**src/rtl/thermistor_monitor_cfg.svh**
```systemverilog
// register map, reset values, field positions and timing constants of the thermistor monitor
// Overview of operation
// - In battery-only operation the thermistor input is sampled once a second when the interval bit is 1, otherwise only on a fault read trigger.
// - Writing 1 to the fault read trigger starts a fault read and the hardware returns the bit to 0 when that read completes.
// - Bit 2 of the fault measurement control register enables fault measurement and resets to 0.
// - In the warm region the regulation target drops by the 3-bit code times 50 mV, code 000 meaning none, reset code 011.
// - When temperature reduces charging the fast-charge current is scaled by (8 minus code)/8, code 000 meaning none, reset code 100.
// - The cold threshold is an 8-bit binary-weighted value of 4.688 mV per step resetting to 0x7c.
// - The cool threshold uses the same weighting as the cold threshold and resets to 0x6d.
// - The thermistor read control register resets to 0x2 with bit 6 reserved and read-only, and the charge reduction register resets to 0x34.
`ifndef THERMISTOR_MONITOR_CFG_SVH
`define THERMISTOR_MONITOR_CFG_SVH

`define ADDR_READ_CTRL      8'h40
`define ADDR_FAULT_MEAS     8'h58
`define ADDR_CHG_REDUCTION  8'h61
`define ADDR_COLD_LIMIT     8'h62
`define ADDR_COOL_LIMIT     8'h63

`define RST_READ_CTRL       8'h02
`define RST_FAULT_MEAS      8'h00
`define RST_CHG_REDUCTION   8'h34
`define RST_COLD_LIMIT      8'h7c
`define RST_COOL_LIMIT      8'h6d

`define BIT_INTERVAL        7
`define BIT_RD_RESERVED     6
`define BIT_TRIGGER         5
`define BIT_MEAS_ENABLE     2
`define VRED_MSB            6
`define VRED_LSB            4
`define ISCALE_MSB          2
`define ISCALE_LSB          0

`define READ_CTRL_WMASK     8'hbf
`define FULL_SCALE_EIGHTHS  4'h8
`define NO_REDUCTION_CODE   3'h0

`define CLK_HZ              20000000
`define SAMPLE_PERIOD_MS    1000
`define MS_PER_S            1000

`endif

```
**src/rtl/thermistor_monitor_pkg.sv**
```systemverilog
// types shared by the thermistor monitor modules
package thermistor_monitor_pkg;

  typedef enum logic [1:0] {
    REGION_NORMAL,
    REGION_COOL,
    REGION_COLD,
    REGION_WARM
  } temp_region_t;

  typedef struct packed {
    logic       wr;
    logic       rd;
    logic [7:0] addr;
    logic [7:0] wdata;
  } reg_req_t;

  typedef struct packed {
    temp_region_t region;
    logic [2:0]   vbat_steps;
    logic [3:0]   current_eighths;
    logic         charge_hold;
  } charge_adjust_t;

endpackage : thermistor_monitor_pkg

```
**src/rtl/thermistor_region_eval.sv**
```systemverilog
// region selection and charge reduction for one thermistor sample
`timescale 1ns/1ps
`default_nettype none
`include "thermistor_monitor_cfg.svh"

module thermistor_region_eval
  import thermistor_monitor_pkg::*;
(
  input  wire logic [7:0]     sample,
  input  wire logic [7:0]     cold_threshold,
  input  wire logic [7:0]     cool_threshold,
  input  wire logic [7:0]     warm_level,
  input  wire logic [2:0]     warm_voltage_reduction,
  input  wire logic [2:0]     temp_current_scale,
  output charge_adjust_t      adjust
);

  // higher voltage on the ntc divider means colder
  wire logic is_cold = sample >= cold_threshold;
  wire logic is_cool = !is_cold && (sample >= cool_threshold);
  wire logic is_warm = !is_cold && !is_cool && (sample < warm_level);

  wire logic [3:0] scaled_eighths = (temp_current_scale == `NO_REDUCTION_CODE) ?
                                    `FULL_SCALE_EIGHTHS :
                                    4'(`FULL_SCALE_EIGHTHS - {1'b0, temp_current_scale});

  wire temp_region_t region = is_cold ? REGION_COLD :
                              is_cool ? REGION_COOL :
                              is_warm ? REGION_WARM : REGION_NORMAL;

  assign adjust.region          = region;
  assign adjust.vbat_steps      = is_warm ? warm_voltage_reduction : `NO_REDUCTION_CODE;
  assign adjust.current_eighths = (is_cool || is_warm) ? scaled_eighths : `FULL_SCALE_EIGHTHS;
  assign adjust.charge_hold     = is_cold;

endmodule : thermistor_region_eval
`default_nettype wire

```
**src/rtl/thermistor_monitor.sv**
```systemverilog
// thermistor monitor configuration registers, sampling control and charge adjustment
`timescale 1ns/1ps
`default_nettype none
`include "thermistor_monitor_cfg.svh"

module thermistor_monitor
  import thermistor_monitor_pkg::*;
#(
  parameter int TICK_CYCLES = (`CLK_HZ / `MS_PER_S) * `SAMPLE_PERIOD_MS
) (
  input  wire logic        clk,
  input  wire logic        rst_b,
  input  wire reg_req_t    reg_req,
  output logic [7:0]       reg_rdata,
  input  wire logic        bat_only,
  output logic             meas_req,
  input  wire logic        meas_done,
  input  wire logic [7:0]  meas_value,
  input  wire logic [7:0]  warm_level,
  output logic             fault_measure_enable,
  output logic             sample_valid,
  output logic [7:0]       last_sample,
  output charge_adjust_t   charge_adjust
);

  generate
    if (TICK_CYCLES < 2) begin : g_bad_tick
      $error("TICK_CYCLES must be at least 2");
    end
  endgenerate

  typedef enum logic {
    ST_IDLE,
    ST_MEAS
  } meas_state_t;

  localparam int TICK_W = $clog2(TICK_CYCLES);

  logic [7:0]  read_ctrl;
  logic [7:0]  fault_meas;
  logic [7:0]  chg_reduction;
  logic [7:0]  cold_limit;
  logic [7:0]  cool_limit;
  logic [TICK_W-1:0] tick_count;
  logic        tick;
  logic        tick_pending;
  meas_state_t state;
  meas_state_t next_state;
  charge_adjust_t next_adjust;

  // address decode
  wire logic sel_read_ctrl  = reg_req.addr == `ADDR_READ_CTRL;
  wire logic sel_fault_meas = reg_req.addr == `ADDR_FAULT_MEAS;
  wire logic sel_reduction  = reg_req.addr == `ADDR_CHG_REDUCTION;
  wire logic sel_cold       = reg_req.addr == `ADDR_COLD_LIMIT;
  wire logic sel_cool       = reg_req.addr == `ADDR_COOL_LIMIT;

  wire logic wr_read_ctrl   = reg_req.wr && sel_read_ctrl;

  wire logic [7:0] read_mux = sel_read_ctrl  ? read_ctrl :
                              sel_fault_meas ? fault_meas :
                              sel_reduction  ? chg_reduction :
                              sel_cold       ? cold_limit :
                              sel_cool       ? cool_limit : 8'h00;

  wire logic interval_mode = read_ctrl[`BIT_INTERVAL];
  wire logic trigger       = read_ctrl[`BIT_TRIGGER];

  // periodic sampling in battery-only mode when interval bit is 1; always periodic on adapter power
  wire logic periodic_on   = !bat_only || interval_mode;
  wire logic start_meas    = (state == ST_IDLE) && (trigger || tick_pending);
  wire logic read_complete = (state == ST_MEAS) && meas_done;

  // written 1 wins over the completion clear in the same cycle
  wire logic [7:0] wr_read_val = reg_req.wdata & `READ_CTRL_WMASK;
  wire logic next_trigger = wr_read_ctrl ? wr_read_val[`BIT_TRIGGER] :
                            (read_complete ? 1'b0 : trigger);

  always_comb begin
    next_state = state;
    unique case (state)
      ST_IDLE: begin
        if (start_meas) begin
          next_state = ST_MEAS;
        end
      end
      ST_MEAS: begin
        if (meas_done) begin
          next_state = ST_IDLE;
        end
      end
    endcase
  end

  thermistor_region_eval u_eval (
    .sample                 (meas_value),
    .cold_threshold         (cold_limit),
    .cool_threshold         (cool_limit),
    .warm_level             (warm_level),
    .warm_voltage_reduction (chg_reduction[`VRED_MSB:`VRED_LSB]),
    .temp_current_scale     (chg_reduction[`ISCALE_MSB:`ISCALE_LSB]),
    .adjust                 (next_adjust)
  );

  // one-second enable divider
  always_ff @(posedge clk or negedge rst_b) begin
    if (!rst_b) begin
      tick_count <= '0;
      tick       <= 1'b0;
    end else begin
      tick       <= tick_count == TICK_W'(TICK_CYCLES - 1);
      tick_count <= (tick_count == TICK_W'(TICK_CYCLES - 1)) ? '0 : tick_count + 1'b1;
    end
  end

  always_ff @(posedge clk or negedge rst_b) begin
    if (!rst_b) begin
      tick_pending <= 1'b0;
    end else if (tick && periodic_on) begin
      tick_pending <= 1'b1;
    end else if (start_meas || !periodic_on) begin
      tick_pending <= 1'b0;
    end
  end

  always_ff @(posedge clk or negedge rst_b) begin
    if (!rst_b) begin
      read_ctrl <= `RST_READ_CTRL;
    end else begin
      read_ctrl <= wr_read_ctrl ? wr_read_val : read_ctrl;
      read_ctrl[`BIT_TRIGGER]     <= next_trigger;
      read_ctrl[`BIT_RD_RESERVED] <= 1'b0;
    end
  end

  always_ff @(posedge clk or negedge rst_b) begin
    if (!rst_b) begin
      fault_meas    <= `RST_FAULT_MEAS;
      chg_reduction <= `RST_CHG_REDUCTION;
      cold_limit    <= `RST_COLD_LIMIT;
      cool_limit    <= `RST_COOL_LIMIT;
    end else if (reg_req.wr) begin
      fault_meas    <= sel_fault_meas ? reg_req.wdata : fault_meas;
      chg_reduction <= sel_reduction ? reg_req.wdata : chg_reduction;
      cold_limit    <= sel_cold ? reg_req.wdata : cold_limit;
      cool_limit    <= sel_cool ? reg_req.wdata : cool_limit;
    end
  end

  always_ff @(posedge clk or negedge rst_b) begin
    if (!rst_b) begin
      reg_rdata            <= 8'h00;
      fault_measure_enable <= 1'b0;
    end else begin
      reg_rdata            <= reg_req.rd ? read_mux : reg_rdata;
      fault_measure_enable <= fault_meas[`BIT_MEAS_ENABLE];
    end
  end

  always_ff @(posedge clk or negedge rst_b) begin
    if (!rst_b) begin
      state    <= ST_IDLE;
      meas_req <= 1'b0;
    end else begin
      state    <= next_state;
      meas_req <= next_state == ST_MEAS;
    end
  end

  always_ff @(posedge clk or negedge rst_b) begin
    if (!rst_b) begin
      sample_valid  <= 1'b0;
      last_sample   <= 8'h00;
      charge_adjust <= '{region: REGION_NORMAL, vbat_steps: `NO_REDUCTION_CODE,
                         current_eighths: `FULL_SCALE_EIGHTHS, charge_hold: 1'b0};
    end else begin
      sample_valid <= read_complete;
      if (read_complete) begin
        last_sample   <= meas_value;
        charge_adjust <= next_adjust;
      end
    end
  end

endmodule : thermistor_monitor
`default_nettype wire

```
**config.mk**
```make
export PLATFORM = sky130hd
export DESIGN_NAME = thermistor_monitor
export DESIGN_NICKNAME = d
export VERILOG_FILES = /design/src/rtl/thermistor_monitor_pkg.sv /design/src/rtl/thermistor_region_eval.sv /design/src/rtl/thermistor_monitor.sv
export VERILOG_INCLUDE_DIRS = /design/src /design/src/rtl
export SDC_FILE = /design/constraint.sdc
export NUM_CORES = 1
export LEC_CHECK = 0
export ABC_AREA = 1
export BUFFER_PORTS_ARGS = -buffer_cell sky130_fd_sc_hd__buf_2
export CAP_MARGIN = 25
export CELL_PAD_IN_SITES_DETAIL_PLACEMENT = 0
export CELL_PAD_IN_SITES_GLOBAL_PLACEMENT = 1
export CORE_MARGIN = 3
export CORE_UTILIZATION = 30
export DETAILED_ROUTE_END_ITERATION = 8
export GPL_ROUTABILITY_DRIVEN = 0
export PLACE_DENSITY_LB_ADDON = 0.1
export RECOVER_POWER = 50
export SLEW_MARGIN = 25
export SYNTH_ARGS = -nofsm -noshare
export SYNTH_HDL_FRONTEND = slang
export SYNTH_SLANG_ARGS = --single-unit
```
**constraint.sdc**
```tcl
create_clock -name clk -period 2.4 [get_ports clk]
set_clock_uncertainty 0.05 [all_clocks]
set_input_delay 0.48 -clock clk [delete_from_list [all_inputs] [get_ports clk]]
set_output_delay 0.48 -clock clk [all_outputs]
set_load 0.01 [all_outputs]
```
==> flow_metrics.env <==
export IMPL_status="finished with violations"
export IMPL_violations="max-capacitance violations, max-slew violations"
export IMPL_clock_path_buffers=2
export IMPL_p_sw_w=0.00109
export IMPL_placedInstanceArea_mm2=0.00582
export IMPL_synthesis_area_mm2=0.00520
export IMPL_hold_buffers=0
export IMPL_cts_resized=0
export IMPL_cts_buffers=9
export IMPL_max_freq_mhz=504
export IMPL_tightest_slew_ns=1.87
export IMPL_multi_input_area_mm2=0.00235
export IMPL_maxSlewHeadroom_pct=-24.7
export IMPL_required_ns=2.64
export IMPL_tritoncts="done"
export IMPL_yosysUniqueCellTypes=41
export IMPL_grt_usage_pct=15.7
export IMPL_clk_latency_ns=0.35
export IMPL_synthFlopType="dfrtp_1"
export IMPL_synth_seq_cells=95
export IMPL_synth_area_leaders="dfrtp_1 (38%), nand2_1 (13%), dfstp_2 (7.6%)"
export IMPL_final_nets=779
export IMPL_grt_pass1_vias=4209
export IMPL_cellLeakagePower_nw=3.14
export IMPL_reg2reg_from="tick_count[0]"
export IMPL_io_pins=67
export IMPL_setup_viol=0
export IMPL_crit_type="input pin to flop"
export IMPL_antenna_left=0
export IMPL_synth_async_reset_ratio_pct=100
export IMPL_grt_max_degree=49
export IMPL_powerDensity_mw_per_mm2=653
export IMPL_first_iter_violations=245
export IMPL_antenna_found_initial=0
export IMPL_io_buffers=66
export IMPL_route_detailed_drc=0
export IMPL_synth_largest_area_cell="dfrtp_1"
export IMPL_crit_fanout=6
export IMPL_clockRootBuffer="clkbuf_16"
export IMPL_setup_tns_ns=0
export IMPL_topRoutingLayerUsed="met4"
export IMPL_die_area_mm2=0.0190
export IMPL_crit_start="reg_req[15]"
export IMPL_drv_slew=29
export IMPL_synthCells=639
export IMPL_seq_area_mm2=0.00240
export IMPL_combinationalPowerShare_pct=15.5
export IMPL_crit_path_end="reg_rdata[0]"
export IMPL_die_w_um=138
export IMPL_grt_overflow=0
export IMPL_ys_seq_area_share_pct=46.0
export IMPL_synth_top_area_share_pct=38.5
export IMPL_synth_warning_count=0
export IMPL_hpwl_um=10900
export IMPL_drv_cap=1
export IMPL_post_cts_setup_buffers=0
export IMPL_grt_pass1_wl_um=22600
export IMPL_seqPwrFrac_pct=46.0
export IMPL_start_util_pct=31.1
export IMPL_synth_edff_count=0
export IMPL_row_count=47
export IMPL_finalCriticalPeriod_ns=1.98
export IMPL_synth_nets=703
export IMPL_met2_length_um=6250
export IMPL_fin_area_mm2=0.00610
export IMPL_hold_viol_final=0
export IMPL_clock_sinks=95
export IMPL_ir_worst_vdd_v=0.000382
export IMPL_via_count=4280
export IMPL_rr_worst_depth=11
export IMPL_area_growth_pct=17.2
export IMPL_core_area_mm2=0.0168
export IMPL_drt_pass1_iter_count=6
export IMPL_grt_setup_unrepaired="false"
export IMPL_drive_above_1_share_pct=18.9
export IMPL_routedWlPerCell_um=15.0
export IMPL_min_period_over_period_pct=82.6
export IMPL_viasPerCell=4.55
export IMPL_startpoint_type="input pin"
export IMPL_end_kind="flop"
export IMPL_swShare_pct=27.4
export IMPL_clkTransAtPathRegs_ns=0.07
export IMPL_power_frac_clock_pct=38.5
export IMPL_wl_met1_um=7150
export IMPL_ctsHtreeMaxLevel=3
export IMPL_die_h_um=138
export IMPL_fillCellCount=1792
export IMPL_r2r_end="tick_count[18]"
export IMPL_ff2ff_setup_slack_ns=0.53
export IMPL_hold_path_class="input pin to flop"
export IMPL_power_internal_w=0.00289
export IMPL_synth_avg_cell_area_um2=8.15
export IMPL_wirelength_um=14100
export IMPL_met3_length_um=479
export IMPL_arrival_ns=2.22
## power groups by stage
stage | combinational, W | clock, W | sequential [W]
final | 0.000616 | 0.00153 | 0.00183
after global routing | 0.000709 | 0.00166 | 0.00185
after CTS | 0.000649 | 0.00159 | 0.00183
after detailed placement | 0.000648 | 0 | 0.00186
after global placement | 0.000636 | 0 | 0.00186
after floorplan | 0.000285 | 0 | 0.00190
## cell families after synthesis
family / synth area share, %
xor+xnor: 2.52
flops: 46.0
fa+ha+maj: 6.25
buf+inv: 8.53
simple gates: 26.7
compound gates: 9.95
## flip-flops by register name, summed over array words and instances, names as in the netlist
name,count
read_ctrl,7
tick,1
cool_limit,8
fault_measure_enable,1
fault_meas,8
cold_limit,8
state,1
reg_rdata,8
last_sample,8
tick_count,25
charge_adjust,10
sample_valid,1
chg_reduction,8
tick_pending,1
## placed cells by master (no fill, tap or decap), types with 11 or more instances in the layout
master   count
dfstp_2     15
inv_1       94
xor2_1      12
o21ai_0     53
o21ai_2     11
nand3_1     18
ha_1        26
dfrtp_1     80
nand2_1    178
buf_2       61
a21oi_1     14
nor3_1      15
nor2_1      53
## stage by stage
step | std cells | utilization [%] | hold slack [ns] | total power [W] | setup slack (ns)
6_report | 941 | 36.4 | 0.310 | 0.00398 | 0.417
5_1_grt | 940 | 36.4 | 0.305 | 0.00422 | 0.234
4_1_cts | 940 | 36.6 | 0.0350 | 0.00408 | 0.502
3_5_place_dp | 924 | 34.7 | 0.336 | 0.00251 | 0.403
3_3_place_gp | 924 | 34.7 | 0.347 | 0.00250 | 0.435
2_1_floorplan | 639 | - | 0.134 | 0.00219 | 0.674
## worst max-delay path: stages
cell	delay [ns]
buf_2	0.10
inv_1	0.06
nand2_2	0.07
nor3_1	0.54
clkbuf_1	0.30
nand2_1	0.20
o211ai_1	0.26
o21ai_0	0.14
nand2_1	0.07
## routing by layer
| layer | vias up | global-route usage [%] |
|---|---|---|
| met5 | - | 0 |
| met4 | 0 | 5.32 |
| met3 | 14 | 2.48 |
| met2 | 74 | 23.8 |
| met1 | 2003 | 22.8 |
| li1 | 2189 | - |
## cell usage after synthesis, types with 2 or more instances
| cell type | instances |
|---|---|
| a21oi_1 | 14 |
| buf_2 | 3 |
| buf_6 | 3 |
| clkbuf_1 | 4 |
| dfrtp_1 | 80 |
| dfstp_2 | 15 |
| ha_1 | 26 |
| inv_1 | 94 |
| inv_2 | 2 |
| nand2_1 | 178 |
| nand2_2 | 6 |
| nand2_4 | 3 |
| nand3_1 | 17 |
| nand3_2 | 4 |
| nand4_1 | 9 |
| nor2_1 | 53 |
| nor2_4 | 3 |
| nor3_1 | 14 |
| nor3_2 | 6 |
| nor4_1 | 3 |
| o21a_1 | 2 |
| o21ai_0 | 53 |
| o21ai_1 | 3 |
| o21ai_2 | 11 |
| o22ai_1 | 4 |
| xnor2_1 | 3 |
| xor2_1 | 12 |
## worst min-delay path by stage
| stage | slack, ns | cells after the start | startpoint | end |
|---|---|---|---|---|
| global placement | 0.35 | 0 | fault_meas[2] | fault_measure_enable |
| detailed placement | 0.34 | 0 | fault_meas[2] | fault_measure_enable |
| finish | 0.31 | 3 | reg_req[6] | cool_limit[6] |
| CTS | 0.04 | 1 | rst_b | charge_adjust[2] |
| global route | 0.31 | 3 | reg_req[6] | cool_limit[6] |
| floorplan | 0.13 | 0 | rst_b | charge_adjust[0] |
## final cells by class
type | instances | share of cell area, %
well taps | 220 | 4.51
multi-input cells | 436 | 38.5
flip-flops and latches | 95 | 39.3
clock buffers | 11 | 3.82
repair buffers | 76 | 6.63
diodes | 1 | 0.0410
clock inverters | 5 | 1.23
inverters | 97 | 5.99
Note: power is estimated with default switching activity, not from simulation.
